===== src/hw/egp_consts.svh =====
// Constants for the external-bus control GPIO port: offsets, bit positions,
// reset values and the external bus pin assignment.
// Assumes a 4-bit register address and 8-bit register data.
`ifndef EGP_CONSTS_SVH
`define EGP_CONSTS_SVH

// ****************************************
// Register offsets
// ****************************************
`define EGP_OFS_PINS 4'h0
`define EGP_OFS_LATCH 4'h1
`define EGP_OFS_DIRECTION 4'h2
`define EGP_OFS_SEVENTH_PORT 4'h3
`define EGP_OFS_MEM_BUS_CTL 4'h4
`define EGP_OFS_DRIVE_STATUS 4'h5

// ****************************************
// Field positions
// ****************************************
`define EGP_BIT_PULLUP_ENABLE 5
`define EGP_BIT_EXT_BUS_DISABLE 7

// ****************************************
// Reset values
// ****************************************
`define EGP_RST_LATCH 8'h00
`define EGP_RST_DIRECTION 8'hff
`define EGP_RST_PULLUP_ENABLE 1'b0
`define EGP_RST_EXT_BUS_DISABLE 1'b1
`define EGP_RST_READ_DATA 8'h00
`define EGP_READ_ZERO 8'h00

// ****************************************
// External bus pin assignment
// ****************************************
`define EGP_PIN_ADDR_LATCH_EN 0
`define EGP_PIN_OUTPUT_ENABLE 1
`define EGP_PIN_WRITE_LOW 2
`define EGP_PIN_WRITE_HIGH 3
`define EGP_PIN_BYTE_ADDR_ZERO 4
`define EGP_PIN_CHIP_ENABLE 5
`define EGP_PIN_LOWER_BYTE 6
`define EGP_PIN_UPPER_BYTE 7

`endif


===== src/hw/egp_pkg.sv =====
// Types shared by the external-bus control GPIO port.
// Assumes nothing beyond a SystemVerilog compiler.
package egp_pkg;

    typedef logic [7:0] egp_byte_t;
    typedef logic [3:0] egp_addr_t;

    // Who owns the eight pins
    typedef enum logic {
        egp_mode_gpio,
        egp_mode_bus
    } egp_mode_e;

endpackage


===== src/hw/egp_port.sv =====
// Eight-pin GPIO port whose pins are taken over by the external memory bus.
// Assumes a plain register port with read data one cycle after the strobe,
// and a board-level pad that resolves pin_out and pin_oe into a wire.
//
// Operation
// RULE1: One port of eight pins, each usable as input or output.
// RULE2: Direction 0 drives pin from latch; 1 makes it an input read back.
// RULE3: Every reset leaves all eight pins as inputs.
// RULE4: Clearing the bus disable bit makes all pins bus control outputs.
// RULE5: In bus mode direction bits are ignored and every pin drives.
// RULE6: One shared bit enables all weak pull-ups; clearing it disables them.
// RULE7: A pin configured as output has its pull-up switched off.
// RULE8: Every reset leaves the pull-ups disabled.
// RULE9: Bus pins 0..3: address latch enable, output enable, write low, write high.
// RULE10: Bus pins 4..7: byte address zero, chip enable, lower, upper byte enable.
// RULE11: Bus control function takes priority over general I/O use.
// RULE12: Writing either the pins or latch register updates the latches.
// RULE13: On the small variant port bits are unimplemented and read zero.
// RULE14: Pin input levels are synchronised before software reads them.
`timescale 1ns/1ps
`include "egp_consts.svh"

module egp_port #(
    parameter bit SMALL_VARIANT = 1'b0
) (
    input wire logic clk, // System clock, 200 MHz
    input wire logic srst, // Synchronous reset, active high
    input wire egp_pkg::egp_addr_t addr, // Register address
    input wire egp_pkg::egp_byte_t wdata, // Register write data
    input wire logic wr_en, // Register write strobe
    input wire logic rd_en, // Register read strobe
    output egp_pkg::egp_byte_t rdata, // Read data, cycle after rd_en
    input wire egp_pkg::egp_byte_t pin_in, // Pin levels from pads
    output egp_pkg::egp_byte_t pin_out, // Pin drive levels
    output egp_pkg::egp_byte_t pin_oe, // Pin drive enables
    output egp_pkg::egp_byte_t pin_pullup, // Weak pull-up enables
    output logic ext_bus_active, // Pins owned by external bus
    input wire logic bus_addr_latch_en, // Bus address latch enable
    input wire logic bus_output_enable_n, // Bus output enable, active low
    input wire logic bus_write_low_strobe, // Bus low byte write strobe
    input wire logic bus_write_high_strobe, // Bus high byte write strobe
    input wire logic bus_byte_address_zero, // Bus byte address 0
    input wire logic bus_chip_enable, // Bus chip enable
    input wire logic bus_lower_byte_enable, // Bus lower byte enable
    input wire logic bus_upper_byte_enable // Bus upper byte enable
);

    // ****************************************
    // Declarations
    // ****************************************
    localparam logic IMPLEMENTED = ~SMALL_VARIANT;

    egp_pkg::egp_byte_t ninth_port_latch;
    egp_pkg::egp_byte_t ninth_port_direction;
    logic ninth_port_pullup_enable;
    logic ext_bus_disable;

    egp_pkg::egp_byte_t next_latch;
    egp_pkg::egp_byte_t next_direction;
    logic next_pullup_enable;
    logic next_ext_bus_disable;

    egp_pkg::egp_byte_t next_rdata;
    egp_pkg::egp_byte_t read_value;

    egp_pkg::egp_byte_t next_pin_out;
    egp_pkg::egp_byte_t next_pin_oe;
    egp_pkg::egp_byte_t next_pin_pullup;
    logic next_ext_bus_active;

    egp_pkg::egp_byte_t pins_sync;
    egp_pkg::egp_byte_t bus_level;
    egp_pkg::egp_byte_t mux_drive;
    egp_pkg::egp_byte_t mux_drive_en;
    egp_pkg::egp_byte_t mux_pullup;
    egp_pkg::egp_mode_e mode;

    logic wr_pins;
    logic wr_latch;
    logic wr_direction;
    logic wr_seventh;
    logic wr_mem_bus;

    // ****************************************
    // Write decode
    // ****************************************
    always_comb begin
        wr_pins = 1'b0;
        wr_latch = 1'b0;
        wr_direction = 1'b0;
        wr_seventh = 1'b0;
        wr_mem_bus = 1'b0;
        if (wr_en) begin
            if (addr == `EGP_OFS_PINS) begin
                wr_pins = 1'b1;
            end else if (addr == `EGP_OFS_LATCH) begin
                wr_latch = 1'b1;
            end else if (addr == `EGP_OFS_DIRECTION) begin
                wr_direction = 1'b1;
            end else if (addr == `EGP_OFS_SEVENTH_PORT) begin
                wr_seventh = 1'b1;
            end else if (addr == `EGP_OFS_MEM_BUS_CTL) begin
                wr_mem_bus = 1'b1;
            end
        end
    end

    // ****************************************
    // Control registers
    // ****************************************
    always_comb begin
        next_latch = ninth_port_latch;
        next_direction = ninth_port_direction;
        next_pullup_enable = ninth_port_pullup_enable;
        next_ext_bus_disable = ext_bus_disable;
        if (srst) begin
            next_latch = `EGP_RST_LATCH;
            next_direction = `EGP_RST_DIRECTION; // RULE3
            next_pullup_enable = `EGP_RST_PULLUP_ENABLE; // RULE8
            next_ext_bus_disable = `EGP_RST_EXT_BUS_DISABLE; // RULE3
        end else begin
            if (IMPLEMENTED && (wr_pins || wr_latch)) begin
                next_latch = wdata; // RULE12
            end
            if (IMPLEMENTED && wr_direction) begin
                next_direction = wdata; // RULE1
            end
            if (IMPLEMENTED && wr_seventh) begin
                next_pullup_enable = wdata[`EGP_BIT_PULLUP_ENABLE]; // RULE6
            end
            if (wr_mem_bus) begin
                next_ext_bus_disable = wdata[`EGP_BIT_EXT_BUS_DISABLE]; // RULE4
            end
        end
    end

    always_ff @(posedge clk) begin
        ninth_port_latch <= next_latch;
        ninth_port_direction <= next_direction;
        ninth_port_pullup_enable <= next_pullup_enable;
        ext_bus_disable <= next_ext_bus_disable;
    end

    // ****************************************
    // Input synchroniser
    // ****************************************
    egp_sync #(
        .WIDTH(8)
    ) u_sync (
        .clk(clk),
        .srst(srst),
        .async_in(pin_in),
        .sync_out(pins_sync) // RULE14
    );

    // ****************************************
    // External bus pin assignment
    // ****************************************
    always_comb begin
        bus_level = `EGP_READ_ZERO;
        bus_level[`EGP_PIN_ADDR_LATCH_EN] = bus_addr_latch_en; // RULE9
        bus_level[`EGP_PIN_OUTPUT_ENABLE] = bus_output_enable_n; // RULE9
        bus_level[`EGP_PIN_WRITE_LOW] = bus_write_low_strobe; // RULE9
        bus_level[`EGP_PIN_WRITE_HIGH] = bus_write_high_strobe; // RULE9
        bus_level[`EGP_PIN_BYTE_ADDR_ZERO] = bus_byte_address_zero; // RULE10
        bus_level[`EGP_PIN_CHIP_ENABLE] = bus_chip_enable; // RULE10
        bus_level[`EGP_PIN_LOWER_BYTE] = bus_lower_byte_enable; // RULE10
        bus_level[`EGP_PIN_UPPER_BYTE] = bus_upper_byte_enable; // RULE10
    end

    // Clearing the disable bit hands every pin to the bus
    always_comb begin
        if (ext_bus_disable) begin
            mode = egp_pkg::egp_mode_gpio;
        end else begin
            mode = egp_pkg::egp_mode_bus; // RULE4
        end
    end

    // ****************************************
    // Pin multiplexer
    // ****************************************
    egp_pin_mux #(
        .WIDTH(8)
    ) u_pin_mux (
        .implemented(IMPLEMENTED),
        .mode(mode),
        .latch(ninth_port_latch),
        .direction(ninth_port_direction),
        .bus_level(bus_level),
        .pullup_enable(ninth_port_pullup_enable),
        .drive(mux_drive),
        .drive_en(mux_drive_en),
        .pull_on(mux_pullup)
    );

    // ****************************************
    // Pin output registers
    // ****************************************
    always_comb begin
        if (srst) begin
            next_pin_out = `EGP_READ_ZERO;
            next_pin_oe = `EGP_READ_ZERO; // RULE3
            next_pin_pullup = `EGP_READ_ZERO; // RULE8
            next_ext_bus_active = 1'b0;
        end else begin
            next_pin_out = mux_drive;
            next_pin_oe = mux_drive_en; // RULE5
            next_pin_pullup = mux_pullup; // RULE7
            next_ext_bus_active = IMPLEMENTED && (mode == egp_pkg::egp_mode_bus);
        end
    end

    always_ff @(posedge clk) begin
        pin_out <= next_pin_out;
        pin_oe <= next_pin_oe;
        pin_pullup <= next_pin_pullup;
        ext_bus_active <= next_ext_bus_active;
    end

    // ****************************************
    // Read path
    // ****************************************
    always_comb begin
        read_value = `EGP_READ_ZERO;
        if (addr == `EGP_OFS_PINS) begin
            read_value = pins_sync; // RULE2
        end else if (addr == `EGP_OFS_LATCH) begin
            read_value = ninth_port_latch;
        end else if (addr == `EGP_OFS_DIRECTION) begin
            read_value = ninth_port_direction;
        end else if (addr == `EGP_OFS_SEVENTH_PORT) begin
            read_value[`EGP_BIT_PULLUP_ENABLE] = ninth_port_pullup_enable;
        end else if (addr == `EGP_OFS_MEM_BUS_CTL) begin
            read_value[`EGP_BIT_EXT_BUS_DISABLE] = ext_bus_disable;
        end else if (addr == `EGP_OFS_DRIVE_STATUS) begin
            read_value = pin_oe;
        end
        // Port bits of the small variant read as zero
        if (!IMPLEMENTED && addr != `EGP_OFS_MEM_BUS_CTL) begin
            read_value = `EGP_READ_ZERO; // RULE13
        end
    end

    // Data stands only in the cycle after the strobe
    always_comb begin
        next_rdata = `EGP_RST_READ_DATA;
        if (!srst && rd_en) begin
            next_rdata = read_value;
        end
    end

    always_ff @(posedge clk) begin
        rdata <= next_rdata;
    end

endmodule // egp_port


===== src/hw/egp_sync.sv =====
// Two-flop synchroniser for the eight pin input levels.
// Assumes the pin levels are asynchronous to clk.
`timescale 1ns/1ps

module egp_sync #(
    parameter int WIDTH = 8
) (
    input wire logic clk, // System clock
    input wire logic srst, // Synchronous reset, active high
    input wire logic [WIDTH-1:0] async_in, // Raw pin levels
    output logic [WIDTH-1:0] sync_out // Synchronised levels
);

    logic [WIDTH-1:0] stage1;
    logic [WIDTH-1:0] next_stage1;
    logic [WIDTH-1:0] next_sync_out;

    genvar i;
    generate
        for (i = 0; i < WIDTH; i++) begin : g_bit
            always_comb begin
                next_stage1[i] = srst ? 1'b0 : async_in[i];
                next_sync_out[i] = srst ? 1'b0 : stage1[i];
            end
        end
    endgenerate

    always_ff @(posedge clk) begin
        stage1 <= next_stage1;
        sync_out <= next_sync_out;
    end

endmodule // egp_sync


===== src/hw/egp_pin_mux.sv =====
// Per-pin selection of drive level, output enable and weak pull-up.
// Assumes all inputs except bus_level are registered state of the port; purely combinational.
`timescale 1ns/1ps

module egp_pin_mux #(
    parameter int WIDTH = 8
) (
    input wire logic implemented, // Port exists on this variant
    input wire egp_pkg::egp_mode_e mode, // Pin owner
    input wire logic [WIDTH-1:0] latch, // Output data latches
    input wire logic [WIDTH-1:0] direction, // 1 = input, 0 = output
    input wire logic [WIDTH-1:0] bus_level, // External bus control levels
    input wire logic pullup_enable, // Shared pull-up control
    output logic [WIDTH-1:0] drive, // Level to drive
    output logic [WIDTH-1:0] drive_en, // Pin is driven
    output logic [WIDTH-1:0] pull_on // Weak pull-up on
);

    genvar i;
    generate
        for (i = 0; i < WIDTH; i++) begin : g_pin
            always_comb begin
                drive[i] = 1'b0;
                drive_en[i] = 1'b0;
                if (implemented) begin
                    if (mode == egp_pkg::egp_mode_bus) begin
                        drive[i] = bus_level[i]; // RULE11
                        drive_en[i] = 1'b1; // RULE5
                    end else begin
                        drive[i] = latch[i]; // RULE2
                        drive_en[i] = ~direction[i]; // RULE2
                    end
                end
                pull_on[i] = implemented & pullup_enable & ~drive_en[i]; // RULE7
            end
        end
    endgenerate

endmodule // egp_pin_mux


===== config.mk =====
export PLATFORM = sky130hd
export DESIGN_NAME = egp_port
export DESIGN_NICKNAME = d
export VERILOG_FILES = /design/src/hw/egp_pkg.sv /design/src/hw/egp_port.sv /design/src/hw/egp_sync.sv /design/src/hw/egp_pin_mux.sv
export VERILOG_INCLUDE_DIRS = /design/src /design/src/hw
export SDC_FILE = /design/constraint.sdc
export NUM_CORES = 1
export LEC_CHECK = 0
export ABC_CLOCK_PERIOD_IN_PS = 1700
export BUFFER_PORTS_ARGS = -buffer_cell sky130_fd_sc_hd__buf_4
export CAP_MARGIN = 20
export CORE_MARGIN = 10
export CORE_UTILIZATION = 51
export DETAILED_ROUTE_END_ITERATION = 8
export PLACE_DENSITY = 0.84
export SKIP_CTS_REPAIR_TIMING = 1
export SLEW_MARGIN = 15
export SYNTH_ARGS = -nofsm -noshare
export SYNTH_HDL_FRONTEND = slang
export SYNTH_SLANG_ARGS = --single-unit

===== constraint.sdc =====
create_clock -name clk -period 1.7 [get_ports clk]
set_input_delay 0.255 -clock clk [delete_from_list [all_inputs] [get_ports clk]]
set_output_delay 0.255 -clock clk [all_outputs]
set_load 0.02 [all_outputs]

==> flow_summary.html <==
<table>
<tr><th>Metric</th><th>Value</th></tr>
<tr><th colspan="2">Pwr</th></tr>
<tr><td>Power per standard cell area</td><td>995.1 nW/um^2</td></tr>
<tr><td>Maximum VDD drop</td><td>522.2 uV</td></tr>
<tr><td>Sequential group share of total power</td><td>0.527</td></tr>
<tr><td>Switching Share</td><td>0.2194</td></tr>
<tr><td>Design internal power</td><td>2.408 mW</td></tr>
<tr><td>Proportion of power drawn by the clock network</td><td>0.398</td></tr>
<tr><td>Part of the total power dissipated in combinational logic</td><td>0.075</td></tr>
<tr><td>Switching Power</td><td>0.6766 mW</td></tr>
<tr><td>Leakage</td><td>1.419 nW</td></tr>
<tr><th colspan="2">Logic synthesis</th></tr>
<tr><td>Number of flops mapped to enable cells by yosys</td><td>0</td></tr>
<tr><td>Most frequently used flop master after synthesis</td><td>sky130_fd_sc_hd__dfxtp_1</td></tr>
<tr><td>Most instantiated cells after synthesis</td><td>sky130_fd_sc_hd__dfxtp_1 (67), sky130_fd_sc_hd__nor2_1 (29), sky130_fd_sc_hd__nand2_1 (21)</td></tr>
<tr><td>Count of cell types in the netlist</td><td>32</td></tr>
<tr><td>Leading cell type by number of instances after synthesis</td><td>sky130_fd_sc_hd__dfxtp_1</td></tr>
<tr><td>Sequential cell area fraction in the yosys report</td><td>0.5540</td></tr>
<tr><td>Fraction of registers with async set/reset</td><td>0</td></tr>
<tr><td>Avg Inst Size Synth</td><td>9.723 um^2</td></tr>
<tr><td>Synthesized instance count</td><td>249</td></tr>
<tr><td>Post-Synthesis Net Count</td><td>281</td></tr>
<tr><td>Netlist area before placement</td><td>2421 um^2</td></tr>
<tr><td>Largest cells by area after synthesis</td><td>sky130_fd_sc_hd__dfxtp_1 (55%), sky130_fd_sc_hd__nor2b_1 (4.9%), sky130_fd_sc_hd__mux2i_1 (4.5%)</td></tr>
<tr><td>Share of the synthesized area in the top cell type</td><td>0.5540</td></tr>
<tr><td>Count of state elements after synthesis</td><td>67</td></tr>
<tr><td>Count of warnings emitted by yosys</td><td>0</td></tr>
<tr><td>Cell type with the largest total area after synthesis</td><td>sky130_fd_sc_hd__dfxtp_1</td></tr>
<tr><th colspan="2">Worst setup path</th></tr>
<tr><td>Maximum cell stage delay along the critical path</td><td>0.31 ns</td></tr>
<tr><td>Crit path arrival time</td><td>1.35 ns</td></tr>
<tr><td>Highest-delay cell along the critical path</td><td>sky130_fd_sc_hd__dfxtp_1</td></tr>
<tr><td>Crit-path cells</td><td>and4b_1, a31oi_1, a2bb2oi_1, a211oi_1</td></tr>
<tr><td>CP Capture Type</td><td>register</td></tr>
<tr><td>Crit path required time</td><td>1.90 ns</td></tr>
<tr><td>Type of origin of the critical path</td><td>register</td></tr>
<tr><td>Category of the most critical setup path</td><td>reg -&gt; reg</td></tr>
<tr><td>Largest fanout on the critical path</td><td>2</td></tr>
<tr><th colspan="2">Route</th></tr>
<tr><td>Total via count in the routed design</td><td>1,919</td></tr>
<tr><td>Vias per cell</td><td>5.201</td></tr>
<tr><td>Post-DRT Antenna Nets</td><td>0</td></tr>
<tr><td>Iteration-0 DRC Markers</td><td>120</td></tr>
<tr><td>DRC violations left</td><td>0</td></tr>
<tr><td>Routed wire length per instance</td><td>15.56 um</td></tr>
<tr><td>Drt first pass iters</td><td>4</td></tr>
<tr><td>Final routed wirelength across all metal layers</td><td>5741 um</td></tr>
<tr><th colspan="2">STA</th></tr>
<tr><td>Portion of the clock cycle consumed by the worst path in the final layout</td><td>0.6748</td></tr>
<tr><td>Endpoints failing hold</td><td>0</td></tr>
<tr><td>Pins over their slew limit</td><td>0</td></tr>
<tr><td>Unrepaired setup endpoints after global routing</td><td>false</td></tr>
<tr><td>Total setup violations reported at the end of the flow</td><td>0</td></tr>
<tr><td>Slew of the pin with the lowest slew margin</td><td>0.4428 ns</td></tr>
<tr><td>Max Freq</td><td>871.7 MHz</td></tr>
<tr><td>Time the final worst path needs with I/O delays and setup</td><td>1.147 ns</td></tr>
<tr><td>Post-Route Setup TNS</td><td>0 ns</td></tr>
<tr><td>Max_slew headroom</td><td>0.7037</td></tr>
<tr><td>Clock tree skew after final layout</td><td>0.007397 ns</td></tr>
<tr><th colspan="2">Place</th></tr>
<tr><td>Number of port buffers</td><td>64</td></tr>
<tr><td>Final Wtd Congestion</td><td>0.9155</td></tr>
<tr><td>Dpl cell area</td><td>2908 um^2</td></tr>
<tr><td>Post-DP HPWL</td><td>4252 um</td></tr>
<tr><th colspan="2">Global route</th></tr>
<tr><td>Leftover overflow at the end of global routing</td><td>0</td></tr>
<tr><td>Initial antenna violation count</td><td>0</td></tr>
<tr><td>Global-route wire length before repair</td><td>9121 um</td></tr>
<tr><td>Global-route usage over all layers</td><td>0.1532</td></tr>
<tr><td>Largest net degree at the start of global routing</td><td>28</td></tr>
<tr><td>Vias in the first global route</td><td>1,865</td></tr>
<tr><th colspan="2">Clocking</th></tr>
<tr><td>Number of buffers inserted during clock tree synthesis</td><td>9</td></tr>
<tr><td>Sinks on Clock Net</td><td>67</td></tr>
<tr><td>Later-pin clock latency in the skew report</td><td>0.33 ns</td></tr>
<tr><td>Max Root-Sink Buffers</td><td>2</td></tr>
<tr><td>H-tree Lvls</td><td>3</td></tr>
<tr><td>Clock transition at the registers of the reported paths</td><td>0.07 ns</td></tr>
<tr><td>Root buf cell</td><td>sky130_fd_sc_hd__clkbuf_8</td></tr>
<tr><td>TritonCTS clock tree</td><td>yes</td></tr>
<tr><th colspan="2">Floorplanning</th></tr>
<tr><td>Standard-cell rows</td><td>25</td></tr>
<tr><td>Starting density of the core</td><td>0.5195</td></tr>
<tr><td>Core footprint</td><td>4661 um^2</td></tr>
<tr><td>Die area</td><td>7903 um^2</td></tr>
<tr><td>Height of the die</td><td>88.90 um</td></tr>
<tr><td>Number of placed I/O pins</td><td>65</td></tr>
<tr><td>Horizontal extent of the die</td><td>88.90 um</td></tr>
<tr><th colspan="2">Cells and area</th></tr>
<tr><td>Final design instance area without fill</td><td>3099 um^2</td></tr>
<tr><td>Nets</td><td>342</td></tr>
<tr><td>Proportion of layout cells with a drive suffix above 1</td><td>0.2730</td></tr>
<tr><td>Final antenna diode count</td><td>0</td></tr>
<tr><td>Relative area change from synthesis to final layout</td><td>28.01%</td></tr>
<tr><th colspan="2">Worst hold path</th></tr>
<tr><td>Min-delay worst type</td><td>in -&gt; reg</td></tr>
<tr><th colspan="2">Flow run</th></tr>
<tr><td>Max-capacitance violation count</td><td>0</td></tr>
<tr><th colspan="2">Outcome</th></tr>
<tr><td>Status</td><td>completed</td></tr>
</table>
-- power groups by stage --
stage	sequential (mW)	combinational [mW]	clock, mW
after detailed placement	1.66	0.230	0
after global routing	1.63	0.253	1.34
after CTS	1.63	0.232	1.25
after global placement	1.66	0.227	0
after floorplan	1.67	0.116	0
final	1.63	0.232	1.23
-- sequential cells by signal, indices dropped and copies added, names as in the netlist --
register and cells:
pin_oe 8, ninth_port_latch 8, ninth_port_direction 8, rdata 8, ext_bus_active 1, u_sync.stage1 8, ext_bus_disable 1, u_sync.sync_out 8
ninth_port_pullup_enable 1, pin_out 8, pin_pullup 8
-- worst max-delay path, delay by kind of cell, from the launching register on --
kind	cells	cell delay [ns]
flip-flops	1	0.31
AO/OA/AOI/OAI	3	0.51
AND/OR/NAND/NOR	1	0.20
-- kinds of logic after synthesis --
logic type	count (synthesis)	synth area share
AND/OR/NAND/NOR	96	0.2114
flip-flops	67	0.5540
AO/OA/AOI/OAI	49	0.1406
buffers and inverters	26	0.04858
multiplexers	11	0.04548
-- final timing paths --
path | cells after the start | slack, ns | from | to
setup / recovery | 4 | 0.55 | pin_oe[4] | rdata[4]
hold / removal | 2 | 0.14 | pin_in[6] | u_sync.stage1[6]
setup reg to reg | 4 | 0.55 | pin_oe[4] | rdata[4]
hold reg to reg | 1 | 0.44 | u_sync.stage1[5] | u_sync.sync_out[5]
-- cell type report --
type,count,area (um^2)
multi-input cells,156,962.2
flip-flops and latches,67,1341
well taps,54,67.56
clock buffers,15,186.4
clock inverters,1,5.005
fillers,376,1562
repair buffers,67,503.0
inverters,9,33.78
-- routing by layer --
metal | GRT usage | wire length [um] | vias to the layer above
li1 | - | - | 970
met1 | 0.1772 | 2302 | 881
met2 | 0.2460 | 2797 | 60
met3 | 0.05743 | 550 | 8
met4 | 0.07048 | 90 | 0
met5 | 0 | 0 | -
-- per-stage QoR --
stage / instances / hold WS, ns / setup WS, ns / total power, mW / utilization
2_1_floorplan: 249 / 0.3832 / 0.4322 / 1.786 / -
3_3_place_gp: 353 / 0.4185 / 0.3176 / 1.887 / 0.6239
3_5_place_dp: 353 / 0.4269 / 0.2939 / 1.891 / 0.6239
4_1_cts: 369 / 0.1209 / 0.5528 / 3.107 / 0.6650
5_1_grt: 369 / 0.1203 / 0.4762 / 3.226 / 0.6650
6_report: 369 / 0.1368 / 0.5528 / 3.084 / 0.6650
-- placed cells by master, fill, tap and decap left out --
cell | netlist | routed
sky130_fd_sc_hd__nand2b_1 | 3 | 3
sky130_fd_sc_hd__o21ai_0 | 2 | 2
sky130_fd_sc_hd__nor3_1 | 1 | 1
sky130_fd_sc_hd__inv_1 | 9 | 9
sky130_fd_sc_hd__a211oi_2 | 1 | 1
sky130_fd_sc_hd__clkbuf_1 | 7 | 2
sky130_fd_sc_hd__nor2_2 | 1 | 1
sky130_fd_sc_hd__a211o_1 | 8 | 8
sky130_fd_sc_hd__a221o_1 | 1 | 1
sky130_fd_sc_hd__clkbuf_8 | 0 | 13
sky130_fd_sc_hd__nand2_1 | 21 | 21
sky130_fd_sc_hd__a21oi_1 | 16 | 16
sky130_fd_sc_hd__dfxtp_1 | 67 | 67
sky130_fd_sc_hd__nor2b_1 | 19 | 19
sky130_fd_sc_hd__a211oi_1 | 7 | 7
sky130_fd_sc_hd__buf_4 | 1 | 67
sky130_fd_sc_hd__nor2_1 | 29 | 29
sky130_fd_sc_hd__nor2_4 | 1 | 1
sky130_fd_sc_hd__nand4b_1 | 1 | 1
sky130_fd_sc_hd__nand4_1 | 1 | 1
sky130_fd_sc_hd__and4b_1 | 6 | 6
sky130_fd_sc_hd__a2bb2oi_1 | 6 | 6
sky130_fd_sc_hd__nand3_2 | 1 | 1
sky130_fd_sc_hd__a31oi_1 | 6 | 6
sky130_fd_sc_hd__nand3b_1 | 1 | 1
sky130_fd_sc_hd__mux2i_1 | 11 | 11
sky130_fd_sc_hd__a22oi_1 | 2 | 2
sky130_fd_sc_hd__clkinv_2 | 0 | 1
sky130_fd_sc_hd__and2_1 | 9 | 9
sky130_fd_sc_hd__nand3_1 | 1 | 1
sky130_fd_sc_hd__nor3_2 | 1 | 1
Note: power is estimated with default switching activity, not from simulation.
